**src/hw/unlock_map.svh**
```systemverilog
// offsets, field codes and reset values of the unlock and set-features block
// included by the design modules, not by the package; definitions only
`ifndef UNLOCK_MAP_SVH
`define UNLOCK_MAP_SVH

`define A_CMD        12'h000
`define A_STAT       12'h004
`define A_DATA       12'h008
`define A_RESULT     12'h00c
`define A_MODE       12'h010
`define A_SECCFG     12'h014
`define A_UPW_PAGE   6'h01
`define A_MPW_PAGE   6'h02

`define OP_UNLOCK    8'hf2
`define OP_ERASE     8'hf4
`define OP_SETFEAT   8'hef

`define SF_8BIT_ON   8'h01
`define SF_8BIT_OFF  8'h81
`define SF_WC_ON     8'h02
`define SF_WC_OFF    8'h82
`define SF_XFER      8'h03
`define SF_APM_ON    8'h05
`define SF_APM_OFF   8'h85
`define SF_XPWR_ON   8'h09
`define SF_XPWR_OFF  8'h89
`define SF_PL1_ON    8'h0a
`define SF_PL1_OFF   8'h8a
`define SF_RLA_OFF   8'h55
`define SF_RLA_ON    8'haa
`define SF_POR_OFF   8'h66
`define SF_POR_ON    8'hcc
`define SF_NOP_A     8'h69
`define SF_NOP_B     8'h96
`define SF_NOP_C     8'h97
`define SF_CURLIM    8'h9a
`define SF_LONG4     8'hbb

`define XT_PIO_DEF   5'h00
`define XT_PIO_FC    5'h01
`define XT_MDMA      5'h04
`define XT_UDMA      5'h08
`define MD_NO_IORDY  3'h1
`define MD_IORDY_REQ 3'h3
`define PIO_MAX      3'h4
`define MDMA_MAX     3'h2
`define UDMA_MAX     3'h4

`define APM_RSV_LO   8'h00
`define APM_RSV_HI   8'hff
`define APM_MAX_PERF 8'hfe
`define CUR_MIN      8'h05
`define CUR_MAX      8'h28

`define TRIES_RST    3'h5
`define WORD_LAST    8'hff

`endif

```
**src/hw/unlock_pkg.sv**
```systemverilog
// types of the unlock and set-features block
// does not include unlock_map.svh; the design modules include it
`default_nettype none
package unlock_pkg;

	typedef enum logic [1:0] {ST_IDLE, ST_SECTOR, ST_FLUSH} phase_t;

	// settings that a soft reset may restore
	typedef struct packed {
		logic       eight_bit;
		logic       iois16_ok;
		logic [2:0] pio_mode;
		logic       iordy_en;
		logic       dma_udma;
		logic [2:0] dma_mode;
		logic       wcache;
		logic       apm_en;
		logic [7:0] apm_level;
		logic       pl1_en;
		logic       lookahead;
		logic       por_soft;
		logic [7:0] cur_limit;
	} cfg_t;

	typedef struct packed {
		phase_t            phase;
		logic [7:0]        opcode;
		logic [7:0]        feat;
		logic [7:0]        count;
		logic [7:0]        word_idx;
		logic              ident;
		logic              mism;
		logic              err;
		logic              locked;
		logic              level_max;
		logic [2:0]        tries;
		cfg_t              cfg;
		logic              flush_req;
		logic [7:0]        cyl_lo;
		logic [7:0]        cyl_hi;
		logic              erase_req;
		logic              done;
		logic              pready;
		logic              pslverr;
		logic [31:0]       prdata;
		logic [15:0][15:0] upw;
		logic [15:0][15:0] mpw;
	} core_state_t;

endpackage
`default_nettype wire

```
**src/hw/xfer_mode_decode.sv**
```systemverilog
// decodes the transfer-mode byte of set-features subcommand 03h
// purely combinational; caller registers the result
`timescale 1ns/100ps
`default_nettype none
`include "unlock_map.svh"
module xfer_mode_decode (
	input  wire logic [7:0] code_i,
	output logic            ok_o,
	output logic            pio_o,
	output logic            mdma_o,
	output logic            udma_o,
	output logic [2:0]      mode_o,
	output logic            no_iordy_o
);
	always_comb begin
		ok_o       = 1'b0;
		pio_o      = 1'b0;
		mdma_o     = 1'b0;
		udma_o     = 1'b0;
		mode_o     = code_i[2:0];
		no_iordy_o = 1'b0;
		case (code_i[7:3])
			`XT_PIO_DEF: begin
				ok_o       = code_i[2:0] <= `MD_NO_IORDY;
				pio_o      = 1'b1;
				mode_o     = 3'h0;
				no_iordy_o = code_i[2:0] == `MD_NO_IORDY;
			end
			`XT_PIO_FC: begin
				ok_o  = code_i[2:0] <= `PIO_MAX;
				pio_o = 1'b1;
			end
			`XT_MDMA: begin
				ok_o   = code_i[2:0] <= `MDMA_MAX;
				mdma_o = 1'b1;
			end
			`XT_UDMA: begin
				ok_o   = code_i[2:0] <= `UDMA_MAX;
				udma_o = 1'b1;
			end
			default: ok_o = 1'b0;
		endcase
	end
endmodule
`default_nettype wire

```
**src/hw/cur_clamp.sv**
```systemverilog
// clamps a requested current quarter-milliamp figure into the supported range
// purely combinational
`timescale 1ns/100ps
`default_nettype none
`include "unlock_map.svh"
module cur_clamp (
	input  wire logic [7:0] req_i,
	output logic [7:0]      lim_o
);
	always_comb begin
		if (req_i < `CUR_MIN) begin
			lim_o = `CUR_MIN;
		end else if (req_i > `CUR_MAX) begin
			lim_o = `CUR_MAX;
		end else begin
			lim_o = req_i;
		end
	end
endmodule
`default_nettype wire

```
**src/hw/unlock_feature_ctrl.sv**
```systemverilog
// security unlock and set-features command logic with an apb register port
// assumes soft_rst_i and flush_done_i come from logic on clock_i
//
// Added by the designer: the APB interface to the registers and the placing of the registers.
`timescale 1ns/100ps
`default_nettype none
`include "unlock_map.svh"
module unlock_feature_ctrl (
	input  wire logic        clock_i,
	input  wire logic        sys_rst_i,
	input  wire logic        psel_i,
	input  wire logic        penable_i,
	input  wire logic        pwrite_i,
	input  wire logic [11:0] paddr_i,
	input  wire logic [31:0] pwdata_i,
	output logic [31:0]      prdata_o,
	output logic             pready_o,
	output logic             pslverr_o,
	input  wire logic        soft_rst_i,
	input  wire logic        flush_done_i,
	output logic             flush_req_o,
	output logic             cmd_done_o,
	output logic             erase_req_o,
	output logic             eight_bit_o,
	output logic             iois16_ok_o,
	output logic [2:0]       pio_mode_o,
	output logic             iordy_en_o,
	output logic             dma_udma_o,
	output logic [2:0]       dma_mode_o,
	output logic             wcache_en_o,
	output logic             apm_en_o,
	output logic [7:0]       apm_level_o,
	output logic             pl1_en_o,
	output logic             lookahead_o,
	output logic [7:0]       cur_limit_o
);
	localparam unlock_pkg::cfg_t CFG_RST = '{
		iois16_ok: 1'b1, iordy_en: 1'b1, apm_level: `APM_MAX_PERF,
		por_soft: 1'b1, cur_limit: `CUR_MAX, default: '0};
	localparam unlock_pkg::core_state_t ST_RST = '{
		phase: unlock_pkg::ST_IDLE, tries: `TRIES_RST, cfg: CFG_RST, default: '0};

	unlock_pkg::core_state_t st_r;
	unlock_pkg::core_state_t st_nxt;

	logic        busy;
	logic        acc;
	logic        refuse;
	logic [31:0] rdat;
	logic        wr;
	logic        dwr;
	logic        cwr;
	logic        evl;
	logic [3:0]  pidx;
	logic [15:0] pw_ref;
	logic        xm_ok;
	logic        xm_pio;
	logic        xm_mdma;
	logic        xm_udma;
	logic [2:0]  xm_mode;
	logic        xm_no_iordy;
	logic [7:0]  clamped;
	logic        sf_exec;

	// fed from the bus word, not st_nxt, so the decode does not loop back into st_nxt
	xfer_mode_decode u_xfer (
		.code_i     (pwdata_i[23:16]),
		.ok_o       (xm_ok),
		.pio_o      (xm_pio),
		.mdma_o     (xm_mdma),
		.udma_o     (xm_udma),
		.mode_o     (xm_mode),
		.no_iordy_o (xm_no_iordy)
	);

	cur_clamp u_clamp (
		.req_i (pwdata_i[23:16]),
		.lim_o (clamped)
	);

	always_comb begin
		st_nxt         = st_r;
		st_nxt.done      = 1'b0;
		st_nxt.erase_req = 1'b0;
		busy   = st_r.phase != unlock_pkg::ST_IDLE;
		acc    = psel_i & penable_i;
		rdat   = '0;
		refuse = 1'b0;
		sf_exec = 1'b0;
		// software passwords are write-only so the secret never reads back
		if (paddr_i == `A_CMD) begin
			rdat   = {8'h00, st_r.count, st_r.feat, st_r.opcode};
			refuse = pwrite_i & busy;
		end else if (paddr_i == `A_STAT) begin
			rdat = {23'h000000, st_r.level_max, st_r.tries, st_r.tries == 3'h0,
				st_r.locked, st_r.err, st_r.phase == unlock_pkg::ST_SECTOR, busy};
		end else if (paddr_i == `A_DATA) begin
			rdat   = {24'h000000, st_r.word_idx};
			refuse = pwrite_i & (st_r.phase != unlock_pkg::ST_SECTOR);
		end else if (paddr_i == `A_RESULT) begin
			rdat = {16'h0000, st_r.cyl_hi, st_r.cyl_lo};
		end else if (paddr_i == `A_MODE) begin
			rdat = {1'b0, st_r.cfg};
		end else if (paddr_i == `A_SECCFG) begin
			rdat   = {30'h00000000, st_r.level_max, st_r.locked};
			refuse = pwrite_i & busy;
		end else if (paddr_i[11:6] == `A_UPW_PAGE || paddr_i[11:6] == `A_MPW_PAGE) begin
			refuse = pwrite_i & busy;
		end else begin
			refuse = 1'b1;
		end
		// one wait state: answer is prepared in the first access cycle
		st_nxt.pready  = acc & ~st_r.pready;
		st_nxt.pslverr = acc & ~st_r.pready & refuse;
		st_nxt.prdata  = (acc & ~st_r.pready & ~pwrite_i & ~refuse) ? rdat : 32'h00000000;
		wr  = acc & st_r.pready & pwrite_i & ~st_r.pslverr;
		dwr = wr & (paddr_i == `A_DATA);
		cwr = wr & (paddr_i == `A_CMD);
		evl = dwr & (st_r.word_idx == `WORD_LAST);
		pidx   = st_r.word_idx[3:0] - 4'h1;
		pw_ref = st_r.ident ? st_r.mpw[pidx] : st_r.upw[pidx];

		if (wr & (paddr_i == `A_SECCFG)) begin
			st_nxt.locked    = pwdata_i[0];
			st_nxt.level_max = pwdata_i[1];
		end
		if (wr & (paddr_i[11:6] == `A_UPW_PAGE)) begin
			st_nxt.upw[paddr_i[5:2]] = pwdata_i[15:0];
		end
		if (wr & (paddr_i[11:6] == `A_MPW_PAGE)) begin
			st_nxt.mpw[paddr_i[5:2]] = pwdata_i[15:0];
		end

		if (cwr) begin
			st_nxt.opcode = pwdata_i[7:0];
			st_nxt.feat   = pwdata_i[15:8];
			st_nxt.count  = pwdata_i[23:16];
			st_nxt.err    = 1'b0;
			if (pwdata_i[7:0] == `OP_UNLOCK) begin
				st_nxt.phase    = unlock_pkg::ST_SECTOR;
				st_nxt.word_idx = 8'h00;
				st_nxt.mism     = 1'b0;
			end else if (pwdata_i[7:0] == `OP_SETFEAT) begin
				sf_exec = 1'b1;
			end else if (pwdata_i[7:0] == `OP_ERASE) begin
				st_nxt.err       = st_r.tries == 3'h0;
				st_nxt.erase_req = st_r.tries != 3'h0;
				st_nxt.done      = 1'b1;
			end else begin
				st_nxt.err  = 1'b1;
				st_nxt.done = 1'b1;
			end
		end

		if (dwr) begin
			st_nxt.word_idx = st_r.word_idx + 8'h01;
			if (st_r.word_idx == 8'h00) begin
				st_nxt.ident = pwdata_i[0];
			end else if (st_r.word_idx <= 8'h10) begin
				st_nxt.mism = st_r.mism | (pwdata_i[15:0] != pw_ref);
			end
		end
		if (evl) begin
			st_nxt.phase = unlock_pkg::ST_IDLE;
			st_nxt.done  = 1'b1;
			if (st_r.tries == 3'h0) begin
				st_nxt.err = 1'b1;
			end else if (st_r.ident & st_r.level_max) begin
				st_nxt.err = 1'b1;
			end else if (st_r.mism) begin
				st_nxt.err = 1'b1;
				if (st_r.locked) begin
					st_nxt.tries = st_r.tries - 3'h1;
				end
			end else begin
				st_nxt.locked = 1'b0;
			end
		end

		if (sf_exec) begin
			st_nxt.done = 1'b1;
			case (st_nxt.feat)
				`SF_8BIT_ON: begin
					st_nxt.cfg.eight_bit = 1'b1;
					st_nxt.cfg.iois16_ok = 1'b0;
				end
				`SF_8BIT_OFF: begin
					st_nxt.cfg.eight_bit = 1'b0;
					st_nxt.cfg.iois16_ok = 1'b1;
				end
				`SF_WC_ON: st_nxt.cfg.wcache = 1'b1;
				`SF_WC_OFF: begin
					st_nxt.cfg.wcache = 1'b0;
					// if the cache was on, completion waits for the flush acknowledge
					if (st_r.cfg.wcache) begin
						st_nxt.phase     = unlock_pkg::ST_FLUSH;
						st_nxt.flush_req = 1'b1;
						st_nxt.done      = 1'b0;
					end
				end
				`SF_XFER: begin
					if (!xm_ok) begin
						st_nxt.err = 1'b1;
					end else if (xm_pio) begin
						st_nxt.cfg.pio_mode = xm_mode;
						st_nxt.cfg.iordy_en = ~xm_no_iordy | (xm_mode >= `MD_IORDY_REQ);
					end else begin
						st_nxt.cfg.dma_udma = xm_udma;
						st_nxt.cfg.dma_mode = xm_mode;
					end
				end
				`SF_APM_ON: begin
					if (st_nxt.count == `APM_RSV_LO || st_nxt.count == `APM_RSV_HI) begin
						st_nxt.err = 1'b1;
					end else begin
						st_nxt.cfg.apm_en    = 1'b1;
						st_nxt.cfg.apm_level = st_nxt.count;
					end
				end
				`SF_APM_OFF: st_nxt.cfg.apm_en = 1'b0;
				`SF_PL1_ON: st_nxt.cfg.pl1_en = 1'b1;
				`SF_PL1_OFF: st_nxt.cfg.pl1_en = 1'b0;
				`SF_RLA_OFF: st_nxt.cfg.lookahead = 1'b0;
				`SF_RLA_ON: st_nxt.cfg.lookahead = 1'b1;
				`SF_POR_OFF: st_nxt.cfg.por_soft = 1'b0;
				`SF_POR_ON: st_nxt.cfg.por_soft = 1'b1;
				`SF_CURLIM: begin
					st_nxt.cfg.cur_limit = clamped;
					st_nxt.cyl_lo        = `CUR_MIN;
					st_nxt.cyl_hi        = `CUR_MAX;
				end
				`SF_XPWR_ON, `SF_XPWR_OFF, `SF_NOP_A, `SF_NOP_B, `SF_NOP_C, `SF_LONG4: begin
					st_nxt.err = 1'b0;
				end
				default: st_nxt.err = 1'b1;
			endcase
		end

		case (st_r.phase)
			unlock_pkg::ST_FLUSH: begin
				if (flush_done_i) begin
					st_nxt.phase     = unlock_pkg::ST_IDLE;
					st_nxt.flush_req = 1'b0;
					st_nxt.done      = 1'b1;
				end
			end
			unlock_pkg::ST_IDLE, unlock_pkg::ST_SECTOR: st_nxt.flush_req = st_nxt.flush_req;
			default: st_nxt.phase = unlock_pkg::ST_IDLE;
		endcase

		// soft reset drops any command in flight; the attempt counter survives
		if (soft_rst_i) begin
			st_nxt.phase     = unlock_pkg::ST_IDLE;
			st_nxt.flush_req = 1'b0;
			st_nxt.done      = 1'b0;
			if (st_r.cfg.por_soft) begin
				st_nxt.cfg = CFG_RST;
			end
		end
	end

	always_ff @(posedge clock_i or posedge sys_rst_i) begin
		if (sys_rst_i) begin
			st_r <= ST_RST;
		end else begin
			st_r <= st_nxt;
		end
	end

	assign prdata_o    = st_r.prdata;
	assign pready_o    = st_r.pready;
	assign pslverr_o   = st_r.pslverr;
	assign flush_req_o = st_r.flush_req;
	assign cmd_done_o  = st_r.done;
	assign erase_req_o = st_r.erase_req;
	assign eight_bit_o = st_r.cfg.eight_bit;
	assign iois16_ok_o = st_r.cfg.iois16_ok;
	assign pio_mode_o  = st_r.cfg.pio_mode;
	assign iordy_en_o  = st_r.cfg.iordy_en;
	assign dma_udma_o  = st_r.cfg.dma_udma;
	assign dma_mode_o  = st_r.cfg.dma_mode;
	assign wcache_en_o = st_r.cfg.wcache;
	assign apm_en_o    = st_r.cfg.apm_en;
	assign apm_level_o = st_r.cfg.apm_level;
	assign pl1_en_o    = st_r.cfg.pl1_en;
	assign lookahead_o = st_r.cfg.lookahead;
	assign cur_limit_o = st_r.cfg.cur_limit;
endmodule
`default_nettype wire

```
**config.mk**
```make
export PLATFORM = sky130hd
export DESIGN_NAME = unlock_feature_ctrl
export DESIGN_NICKNAME = d
export VERILOG_FILES = /design/src/hw/unlock_pkg.sv /design/src/hw/xfer_mode_decode.sv /design/src/hw/cur_clamp.sv /design/src/hw/unlock_feature_ctrl.sv
export VERILOG_INCLUDE_DIRS = /design/src /design/src/hw
export SDC_FILE = /design/constraint.sdc
export NUM_CORES = 1
export LEC_CHECK = 0
export BUFFER_PORTS_ARGS = -buffer_cell sky130_fd_sc_hd__clkbuf_2
export CORE_AREA = 10 10 326 328
export DETAILED_ROUTE_END_ITERATION = 6
export DIE_AREA = 0 0 336 338
export SLEW_MARGIN = 15
export SYNTH_ARGS = -nofsm -noshare
export SYNTH_HDL_FRONTEND = slang
export SYNTH_HIERARCHICAL = 1
export SYNTH_SLANG_ARGS = --single-unit
```
**constraint.sdc**
```tcl
create_clock -name clock_i -period 64.5 [get_ports clock_i]
set_clock_uncertainty 0.2 [all_clocks]
set_input_delay 12.9 -clock clock_i [delete_from_list [all_inputs] [get_ports clock_i]]
set_output_delay 12.9 -clock clock_i [all_outputs]
set_load 0.005 [all_outputs]
```
==> reports/qor.tcl, run 1 <==
set qor(min_path_type) {register to register}
set qor(max_slew.worst_pin.slew_ns) 1.12
set qor(post-place-cells) 3403
set qor(final_layout_size_suffix_gt1_share_pct) 41.0
set qor(grt_pass1_vias) 19598
set qor(critical_path_arrival_ns) 16.49
set qor(whs_endpoint) {st_r[445]}
set qor(initial_utilization_pct) 29.7
set qor(tritoncts) {yes}
set qor(ctsResizeCount) 0
set qor(clk_latency_ns) 0.59
set qor(area_of_all_placed_cells_without_fillers_sq_um) 33300
set qor(coreArea_sq_um) 99600
set qor(timing.reg2reg.worst_path_depth) 12
set qor(ir_drop_mv) 0.0148
set qor(h-tree-depth) 3
set qor(rr_endpoint) {st_r[602]}
set qor(worst_setup_hold_path_clk_slew_ns) 0.06
set qor(fmax_mhz) 61.9
set qor(finalCriticalPeriod_ns) 16.15
set qor(finalHoldViolCount) 0
set qor(dpl_cell_area_sq_um) 30900
set qor(antenna-diode-count) 0
set qor(critical_path.slowest_cell) {and4_1}
set qor(ctsHoldBuffers) 0
set qor(ratio_of_total_power_to_cell_area_nw_per_um2) 24.5
set qor(route.detailed.vias_per_inst) 5.23
set qor(max-cap-violations) 0
set qor(die_x_um) 336
set qor(run_status) {finished, violations left}
set qor(synthCells) 2188
set qor(min_delay_path_depth) 2
set qor(layout-area-overhead-vs-synth_pct) 12.5
set qor(instances_no_fill) 3520
set qor(final.setup.tns_ns) 0
set qor(rrSetupSlack_ns) 59.07
set qor(maxSlewHeadroom_pct) 25.2
set qor(rsz0062_at_grt) {no}
set qor(setup_viol_count_final) 0
set qor(num_io_pins) 118
set qor(gr-usage-all-layers_pct) 13.7
set qor(layout.core_utilization_pct) 33.4
set qor(hp-start) {st_r[445]}
set qor(finalHoldWorstSlack_ns) 0.277
set qor(clock_tree.root_cell) {clkbuf_16}
set qor(clock_tree.buffer_depth) 3
set qor(crit-reg2reg-launch) {st_r[604]}
set qor(dp_worst_setup_slack_ns) 47.82
set qor(postSynthAreaPerCell_sq_um) 13.5
set qor(timing.critical_path.slowest_cell_delay_ns) 0.97
set qor(chipHeight_um) 338
set qor(drt_pre_antenna_iters) 7
set qor(grt_antenna_before_repair) 3
set qor(most_frequent_cp_cell) {nor2_1}
set qor(buffer_ports.inserted) 108
set qor(grt_pass1_wl_um) 121000
set qor(drc_errors) 1
set qor(total_overflow_reported_by_the_global_router) 0
set qor(detail-route-antenna-nets) 0
set qor(syn-cell-area_sq_um) 29600
set qor(failed_checks) {DRC}
set qor(globalplace.congestion) 0.865
set qor(cts_sinks) 622
set qor(drt-total-wl_um) 78700
set qor(p_total_mw) 0.815
set qor(path_cells) {clkbuf_2 > nor2b_1 > and4_1 > nor2_1 > a2111o_1 > nor2_1 > and2_1}
set qor(timing.final.max_slew_violations) 0
set qor(critical_path.startpoint_type) {input pin}
set qor(setup.worst_path.end_class) {register}
set qor(wl_per_cell_um) 22.3
set qor(finalCritPeriodShare_pct) 25.0
set qor(count_of_vias_placed_by_the_detailed_router) 18413
set qor(power.leakage_nw) 16.1
set qor(die_area_sq_um) 114000
set qor(worst-endpoint-required_ns) 64.84
set qor(post_cts_setup_buffer_count) 0
set qor(critPathKind) {input pin to register}
set qor(ys.warnings.count) 6
set qor(cts_buffers) 67
set qor(timing.final.ws_setup_ns) 48.35
set qor(dp_hpwl_um) 49700
set qor(dr.first_iter.drc_count) 1407
set qor(crit_fanout) 26
set qor(grt_max_degree) 168
set qor(std_cell_rows) 116
set qor(design.final.nets) 2231
==> worst max path at each step <==
stage,start,endpoint,slack [ns],cells after the start
floorplan,sys_rst_i,apm_en_o,34.00,1
global placement,paddr_i[4],prdata_o[28],47.87,7
finish,paddr_i[4],prdata_o[27],48.35,7
global route,paddr_i[4],prdata_o[27],48.16,7
CTS,paddr_i[4],prdata_o[27],48.47,7
detailed placement,paddr_i[4],prdata_o[27],47.82,7
==> power breakdown <==
group,switching (mW),leakage [nW],internal [mW]
combinational,0.0189,6.27,0.00392
clock,0.154,1.15,0.247
sequential,0.000228,8.63,0.391
==> registers in the layout, summed over array words and instances (netlist names), 3 cells and up <==
signal and count:
pio_mode_o 3, apm_level_o 8, prdata_o 31, cur_limit_o 8, st_r 556, dma_mode_o 3
==> routing by layer <==
layer	global-route usage [%]	share of wire, %
met1	17.1	42
met3	1.96	5.3
met4	4.40	2.6
met2	24.1	50
met5	0	0
==> worst max-delay path, delay by kind of cell <==
family | cells | cell delay [ns]
and+or+nand+nor | 5 | 2.54
AOI/OAI and AO/OA | 1 | 0.84
buffers and inverters | 1 | 0.20
==> cell type report <==
| class | count | area (sq um) |
|---|---|---|
| Inverter | 22 | 90.1 |
| Fill cell | 9695 | 66300 |
| Multi-Input combinational cell | 1323 | 12900 |
| Clock inverter | 18 | 243 |
| Tap cell | 1298 | 1620 |
| Sequential cell | 622 | 15600 |
| Clock buffer | 98 | 2080 |
| Timing Repair Buffer | 139 | 806 |
==> placed cells by master (no fill, tap or decap), types with 14 or more instances in the layout <==
cell type and count:
nor3_1 16, mux4_2 137, nand2_1 182, buf_4 29
dfstp_2 14, dfrtp_1 607, o21ai_0 60, clkbuf_16 73
nor2_1 69, a22oi_1 27, inv_1 21, nand3_1 28
mux2i_1 80, mux2_2 484, clkbuf_8 16, clkbuf_2 108
a21oi_1 35, xor2_1 15
(Power assumes the default switching activity.)
==> run 2: changes to the inputs <==
==> constraint.sdc (replaced) <==
create_clock -name clock_i -period 13.7 [get_ports clock_i]
set_clock_uncertainty 0.2 [all_clocks]
set_input_delay 2.74 -clock clock_i [delete_from_list [all_inputs] [get_ports clock_i]]
set_output_delay 2.74 -clock clock_i [all_outputs]
set_load 0.005 [all_outputs]
==> reports/qor.tcl, run 2 (synthesis results as in run 1) <==
set qor(drt_pre_antenna_iters) 5 ;# was 7
set qor(finalCriticalPeriod_ns) 6.16
set qor(detail-route-antenna-nets) 0 ;# unchanged
set qor(num_io_pins) 118 ;# unchanged
set qor(largest_register_ffs) 556 ;# unchanged
set qor(clk_latency_ns) 0.61 ;# was 0.59 ns
set qor(rrSetupSlack_ns) 8.83 ;# was 59.07 ns
set qor(fmax_mhz) 162
set qor(finalHoldViolCount) 0 ;# unchanged
set qor(most_common_cell_after_layout_fill_and_taps_aside) {dfrtp_1} ;# unchanged
set qor(total_overflow_reported_by_the_global_router) 0 ;# unchanged
set qor(whs_endpoint) {st_r[629]} ;# was st_r[445]
set qor(grt_pass1_wl_um) 122000 ;# was 121000 um
set qor(instances_no_fill) 3533 ;# was 3520
set qor(drt-total-wl_um) 79700 ;# was 78700 um
set qor(drc_errors) 0 ;# was 1
set qor(biggest_register) {st_r} ;# unchanged
set qor(die_x_um) 336 ;# unchanged
set qor(critPathKind) {input pin to register} ;# unchanged
set qor(worst-endpoint-required_ns) 13.98 ;# was 64.84 ns
set qor(dr.first_iter.drc_count) 1323 ;# was 1407
set qor(ir_drop_mv) 0.0877 ;# was 0.0148 mV
set qor(power.leakage_nw) 16.0 ;# was 16.1 nW
set qor(startpoint) {psel_i} ;# was paddr_i[4]
set qor(layout-area-overhead-vs-synth_pct) 12.2 ;# was 12.5%
set qor(final.setup.tns_ns) 0 ;# unchanged
set qor(timing.reg2reg.worst_path_depth) 11 ;# was 12
set qor(die_area_sq_um) 114000 ;# unchanged
set qor(h-tree-depth) 3 ;# unchanged
set qor(fillerInstances) 9685 ;# was 9695
set qor(critical_path.startpoint_type) {input pin} ;# unchanged
set qor(uppermost_metal_layer_occupied_by_signal_nets) {met4} ;# unchanged
set qor(min_delay_path_depth) 2 ;# unchanged
set qor(finalHoldWorstSlack_ns) 0.281 ;# was 0.277 ns
set qor(max_slew.worst_pin.slew_ns) 1.22 ;# was 1.12 ns
set qor(crit-reg2reg-launch) {st_r[604]} ;# unchanged
set qor(crit_fanout) 17 ;# was 26
set qor(std_cell_rows) 116 ;# unchanged
set qor(count_of_vias_placed_by_the_detailed_router) 18434 ;# was 18413
set qor(final_layout_size_suffix_gt1_share_pct) 41.4 ;# was 41.0%
set qor(clock_tree.root_cell) {clkbuf_16} ;# unchanged
set qor(globalplace.congestion) 0.854 ;# was 0.865
set qor(p_total_mw) 3.72 ;# was 0.815 mW
set qor(cts_sinks) 622 ;# unchanged
set qor(maxSlewHeadroom_pct) 18.6 ;# was 25.2%
set qor(rsz0062_at_grt) {no} ;# unchanged
set qor(setup.worst_path.end_class) {register} ;# unchanged
set qor(wl_met3_um) 4290 ;# was 4210 um
set qor(ctsHoldBuffers) 0 ;# unchanged
set qor(dp_hpwl_um) 50100 ;# was 49700 um
set qor(ctsResizeCount) 0 ;# unchanged
set qor(buffer_ports.inserted) 108 ;# unchanged
set qor(wl_per_cell_um) 22.6 ;# was 22.3 um
set qor(gr-usage-all-layers_pct) 13.8 ;# was 13.7%
set qor(tritoncts) {yes} ;# unchanged
set qor(worst_setup_hold_path_clk_slew_ns) 0.06 ;# about the same
set qor(layout.core_utilization_pct) 33.3 ;# was 33.4%
set qor(max-cap-violations) 0 ;# unchanged
set qor(met2_wire_length_um) 40100 ;# was 39500 um
set qor(setup_viol_count_final) 0 ;# unchanged
set qor(met1Wirelength_um) 32500 ;# was 32900 um
set qor(clock_tree.buffer_depth) 3 ;# unchanged
set qor(grt_antenna_before_repair) 1 ;# was 3
set qor(design.final.nets) 2241 ;# was 2231
set qor(post_cts_setup_buffer_count) 0 ;# unchanged
set qor(layout.cells.most_common_list) {607 x dfrtp_1, 484 x mux2_2, 180 x nand2_1} ;# was 607 x dfrtp_1, 484 x mux2_2, 182 x nand2_1
set qor(hp-start) {st_r[629]} ;# was st_r[445]
set qor(grt_max_degree) 90 ;# was 168
set qor(finalCritPeriodShare_pct) 44.9
set qor(rr_endpoint) {st_r[602]} ;# unchanged
set qor(critical_path_arrival_ns) 6.43 ;# was 16.49 ns
set qor(run_status) {completed} ;# was finished, violations left
set qor(cts_buffers) 67 ;# unchanged
set qor(chipHeight_um) 338 ;# unchanged
set qor(route.detailed.vias_per_inst) 5.22 ;# was 5.23
set qor(ratio_of_total_power_to_cell_area_nw_per_um2) 112 ;# was 24.5 nW/um^2
set qor(grt_pass1_vias) 19852 ;# was 19598
set qor(initial_utilization_pct) 29.7 ;# unchanged
set qor(post-place-cells) 3414 ;# was 3403
set qor(min_path_type) {register to register} ;# unchanged
set qor(coreArea_sq_um) 99600 ;# unchanged
set qor(timing.final.max_slew_violations) 0 ;# unchanged
==> run 2: changes by cell type in the layout (fill, tap and decap cells not counted), sizes merged <==
cell / before / now
buf: 31 / 41
bufinv: 6 / 1
clkbuf: 206 / 204
clkinv: 11 / 17
diode: 0 / 1
inv: 22 / 25
==> run 2: per-layer routing <==
layer  vias up  track usage (%)
met4         0             5.52
met5         -                0
met2       580             24.3
met3       164             1.97
li1       7912                -
met1      9778             17.0
==> run 2: stage by stage <==
stage	setup slack, ns	instance area (sq um)
2_1_floorplan	2.28	29600
3_3_place_gp	7.10	31000
3_5_place_dp	7.03	31000
4_1_cts	7.65	33200
5_1_grt	7.34	33200
6_report	7.54	33200
==> run 2: final cells by class <==
cell class / instances / area [sq um] / share of cell area [%]
diodes: 1 / 2.50 / 0.00754
clock buffers: 96 / 1990 / 5.99
clock inverters: 22 / 176 / 0.532
inverters: 22 / 86.3 / 0.260
multi-input cells: 1323 / 12900 / 38.8
flip-flops and latches: 622 / 15600 / 47.0
well taps: 1298 / 1620 / 4.89
repair buffers: 149 / 856 / 2.58
==> run 2: critical path: stages <==
cell      delay, ns
clkbuf_2       0.08
nand2_1        0.11
nor3_2         0.88
nand4b_1       0.47
nor3_1         0.70
nand2_1        0.86
mux2_2         0.56
==> run 2: worst max-delay path by stage <==
stage / cells after the start / end / slack [ns]
after floorplan: 1 / apm_en_o / 2.28
after global placement: 7 / st_r[457] / 7.10
after detailed placement: 7 / st_r[463] / 7.03
after CTS: 7 / st_r[462] / 7.65
after global routing: 7 / st_r[64] / 7.34
final: 7 / st_r[64] / 7.54
==> run 2: power breakdown <==
group          switching, mW  internal (mW)  leakage [nW]
Combinational         0.0871         0.0181          6.30
Clock                  0.745           1.03          1.08
Sequential           0.00104           1.84          8.63
Total                  0.833           2.89          16.0
==> run 3: changes to the inputs <==
==> constraint.sdc (replaced) <==
create_clock -name clock_i -period 5 [get_ports clock_i]
set_clock_uncertainty 0.2 [all_clocks]
set_input_delay 1 -clock clock_i [delete_from_list [all_inputs] [get_ports clock_i]]
set_output_delay 1 -clock clock_i [all_outputs]
set_load 0.005 [all_outputs]
==> reports/qor.tcl, run 3 (synthesis results as in run 1) <==
set qor(run_status) {finished, violations left} ;# was completed
set qor(failed_checks) {DRC}
set qor(ctsResizeCount) 0 ;# unchanged
set qor(chipHeight_um) 338 ;# unchanged
set qor(die_x_um) 336 ;# unchanged
set qor(std_cell_rows) 116 ;# unchanged
set qor(final_layout_size_suffix_gt1_share_pct) 41.7 ;# was 41.4%
set qor(area_of_all_placed_cells_without_fillers_sq_um) 33600 ;# was 33200 sq um
set qor(globalplace.congestion) 0.870 ;# was 0.854
set qor(final.setup.tns_ns) 0 ;# unchanged
set qor(max_slew.worst_pin.slew_ns) 1.24 ;# was 1.22 ns
set qor(gr-usage-all-layers_pct) 14.0 ;# was 13.8%
set qor(seq_area_sq_um) 15600 ;# unchanged
set qor(grt_max_degree) 168 ;# was 90
set qor(critical_path_arrival_ns) 4.17 ;# was 6.43 ns
set qor(initial_utilization_pct) 29.7 ;# unchanged
set qor(largest_register_ffs) 556 ;# unchanged
set qor(worst_setup_hold_path_clk_slew_ns) 0.06 ;# about the same
set qor(count_of_vias_placed_by_the_detailed_router) 18501 ;# was 18434
set qor(critPathKind) {register to register} ;# was input pin to register
set qor(rr_endpoint) {st_r[602]} ;# unchanged
set qor(cts_sinks) 622 ;# unchanged
set qor(dp_hpwl_um) 51400 ;# was 50100 um
set qor(num_io_pins) 118 ;# unchanged
set qor(p_total_mw) 10.5 ;# was 3.72 mW
set qor(ratio_of_total_power_to_cell_area_nw_per_um2) 312 ;# was 112 nW/um^2
set qor(rrSetupSlack_ns) 1.11 ;# was 8.83 ns
set qor(clock_tree.root_cell) {clkbuf_16} ;# unchanged
set qor(worst-endpoint-required_ns) 5.28 ;# was 13.98 ns
set qor(coreArea_sq_um) 99600 ;# unchanged
set qor(layout.cells.most_common_list) {607 x dfrtp_1, 484 x mux2_2, 182 x nand2_1} ;# was 607 x dfrtp_1, 484 x mux2_2, 180 x nand2_1
set qor(drt_pre_antenna_iters) 7 ;# was 5
set qor(die_area_sq_um) 114000 ;# unchanged
set qor(min_path_type) {input pin to async pin} ;# was register to register
set qor(h-tree-depth) 3 ;# unchanged
set qor(area_of_the_multi_input_gates_sq_um) 12900 ;# about the same
set qor(rsz0062_at_grt) {no} ;# unchanged
set qor(setup_viol_count_final) 0 ;# unchanged
set qor(critical_path.startpoint_type) {register} ;# was input pin
set qor(cts_buffers) 68 ;# was 67
set qor(clk_latency_ns) 0.60 ;# was 0.61 ns
set qor(power.leakage_nw) 16.2 ;# was 16.0 nW
set qor(most_common_cell_after_layout_fill_and_taps_aside) {dfrtp_1} ;# unchanged
set qor(grt_pass1_wl_um) 123000 ;# was 122000 um
set qor(route.detailed.vias_per_inst) 5.20 ;# was 5.22
set qor(grt_pass1_vias) 19690 ;# was 19852
set qor(maxSlewHeadroom_pct) 16.9 ;# was 18.6%
set qor(finalHoldViolCount) 0 ;# unchanged
set qor(buffer_ports.inserted) 108 ;# unchanged
set qor(post_cts_setup_buffer_count) 0 ;# unchanged
set qor(fmax_mhz) 257
set qor(dpl_cell_area_sq_um) 31300 ;# was 31000 sq um
set qor(biggest_register) {st_r} ;# unchanged
set qor(finalCritPeriodShare_pct) 77.9
set qor(dr.first_iter.drc_count) 1299 ;# was 1323
set qor(crit-reg2reg-launch) {st_r[604]} ;# unchanged
set qor(total_overflow_reported_by_the_global_router) 0 ;# unchanged
set qor(antenna-diode-count) 0 ;# was 1
set qor(max-cap-violations) 0 ;# unchanged
set qor(timing.reg2reg.worst_path_depth) 11 ;# unchanged
set qor(design.final.nets) 2268 ;# was 2241
set qor(layout.core_utilization_pct) 33.7 ;# was 33.3%
set qor(wl_per_cell_um) 22.7 ;# was 22.6 um
set qor(finalCriticalPeriod_ns) 3.89
set qor(tritoncts) {yes} ;# unchanged
set qor(layout-area-overhead-vs-synth_pct) 13.5 ;# was 12.2%
set qor(timing.final.max_slew_violations) 0 ;# unchanged
set qor(fillerInstances) 9606 ;# was 9685
set qor(crit_fanout) 23 ;# was 17
set qor(clock_tree.buffer_depth) 3 ;# unchanged
set qor(grt_antenna_before_repair) 1 ;# unchanged
set qor(ir_drop_mv) 0.207 ;# was 0.0877 mV
set qor(drt-total-wl_um) 80600 ;# was 79700 um
set qor(setup.worst_path.end_class) {register} ;# unchanged
set qor(finalHoldWorstSlack_ns) 0.232 ;# was 0.281 ns
set qor(ctsHoldBuffers) 0 ;# unchanged
set qor(detail-route-antenna-nets) 0 ;# unchanged
set qor(drc_errors) 10 ;# was 0
[run 3: cell types whose count changed in the layout (fill, tap and decap cells not counted), moves of 3 or more]
| cell | previous run | this run |
|---|---|---|
| buf_4 | 39 | 59 |
| buf_12 | 0 | 8 |
| clkinv_2 | 14 | 7 |
| bufinv_16 | 1 | 7 |
| clkbuf_1 | 11 | 16 |
| clkbuf_8 | 16 | 11 |
| clkinvlp_4 | 1 | 4 |
[run 3: critical path, stage by stage (launching register included)]
cell	delay [ns]
dfrtp_4	0.57
inv_1	0.16
ha_4	0.61
buf_4	0.41
mux4_2	0.37
nor2b_1	0.15
a2111oi_0	0.52
a211oi_1	0.14
xnor2_1	0.19
nand4_1	0.13
nor3_1	0.22
a31oi_1	0.11
[run 3: final cells by class]
cell class,instances,share of cell area [%]
Sequential cell,622,46.4
Multi-Input combinational cell,1323,38.3
Clock buffer,98,5.92
Tap cell,1298,4.84
Timing Repair Buffer,175,3.41
Clock inverter,19,0.850
Inverter,22,0.257
[run 3: power by group]
part | switching (mW) | total [mW] | leakage, nW | internal (mW)
Sequential | 0.00288 | 5.04 | 8.63 | 5.04
Clock | 2.02 | 5.14 | 1.11 | 3.12
Combinational | 0.246 | 0.300 | 6.45 | 0.0547
[run 3: through the flow]
| step | worst slack, ns | std cells |
|---|---|---|
| 2_1_floorplan | -4.68 | 2189 |
| 3_3_place_gp | 0.661 | 3440 |
| 3_5_place_dp | 0.644 | 3440 |
| 4_1_cts | 1.12 | 3557 |
| 5_1_grt | 0.895 | 3557 |
| 6_report | 1.11 | 3557 |
[run 3: metal layers]
| metal | wire [um] | vias to the layer above | GRT usage (%) |
|---|---|---|---|
| met5 | 8 | - | 0 |
| met4 | 3150 | 2 | 6.23 |
| met3 | 4250 | 150 | 2.05 |
| met2 | 39400 | 586 | 23.6 |
| met1 | 33800 | 9800 | 17.7 |
| li1 | - | 7963 | - |
[run 3: worst max-delay path by stage]
stage | startpoint | to | slack [ns]
2_1_floorplan | sys_rst_i | apm_en_o | -4.68
3_3_place_gp | paddr_i[11] | cur_limit_o[7] | 0.66
3_5_place_dp | paddr_i[11] | cur_limit_o[7] | 0.64
4_1_cts | st_r[604] | st_r[602] | 1.12
5_1_grt | st_r[604] | st_r[602] | 0.90
6_report | st_r[604] | st_r[602] | 1.11
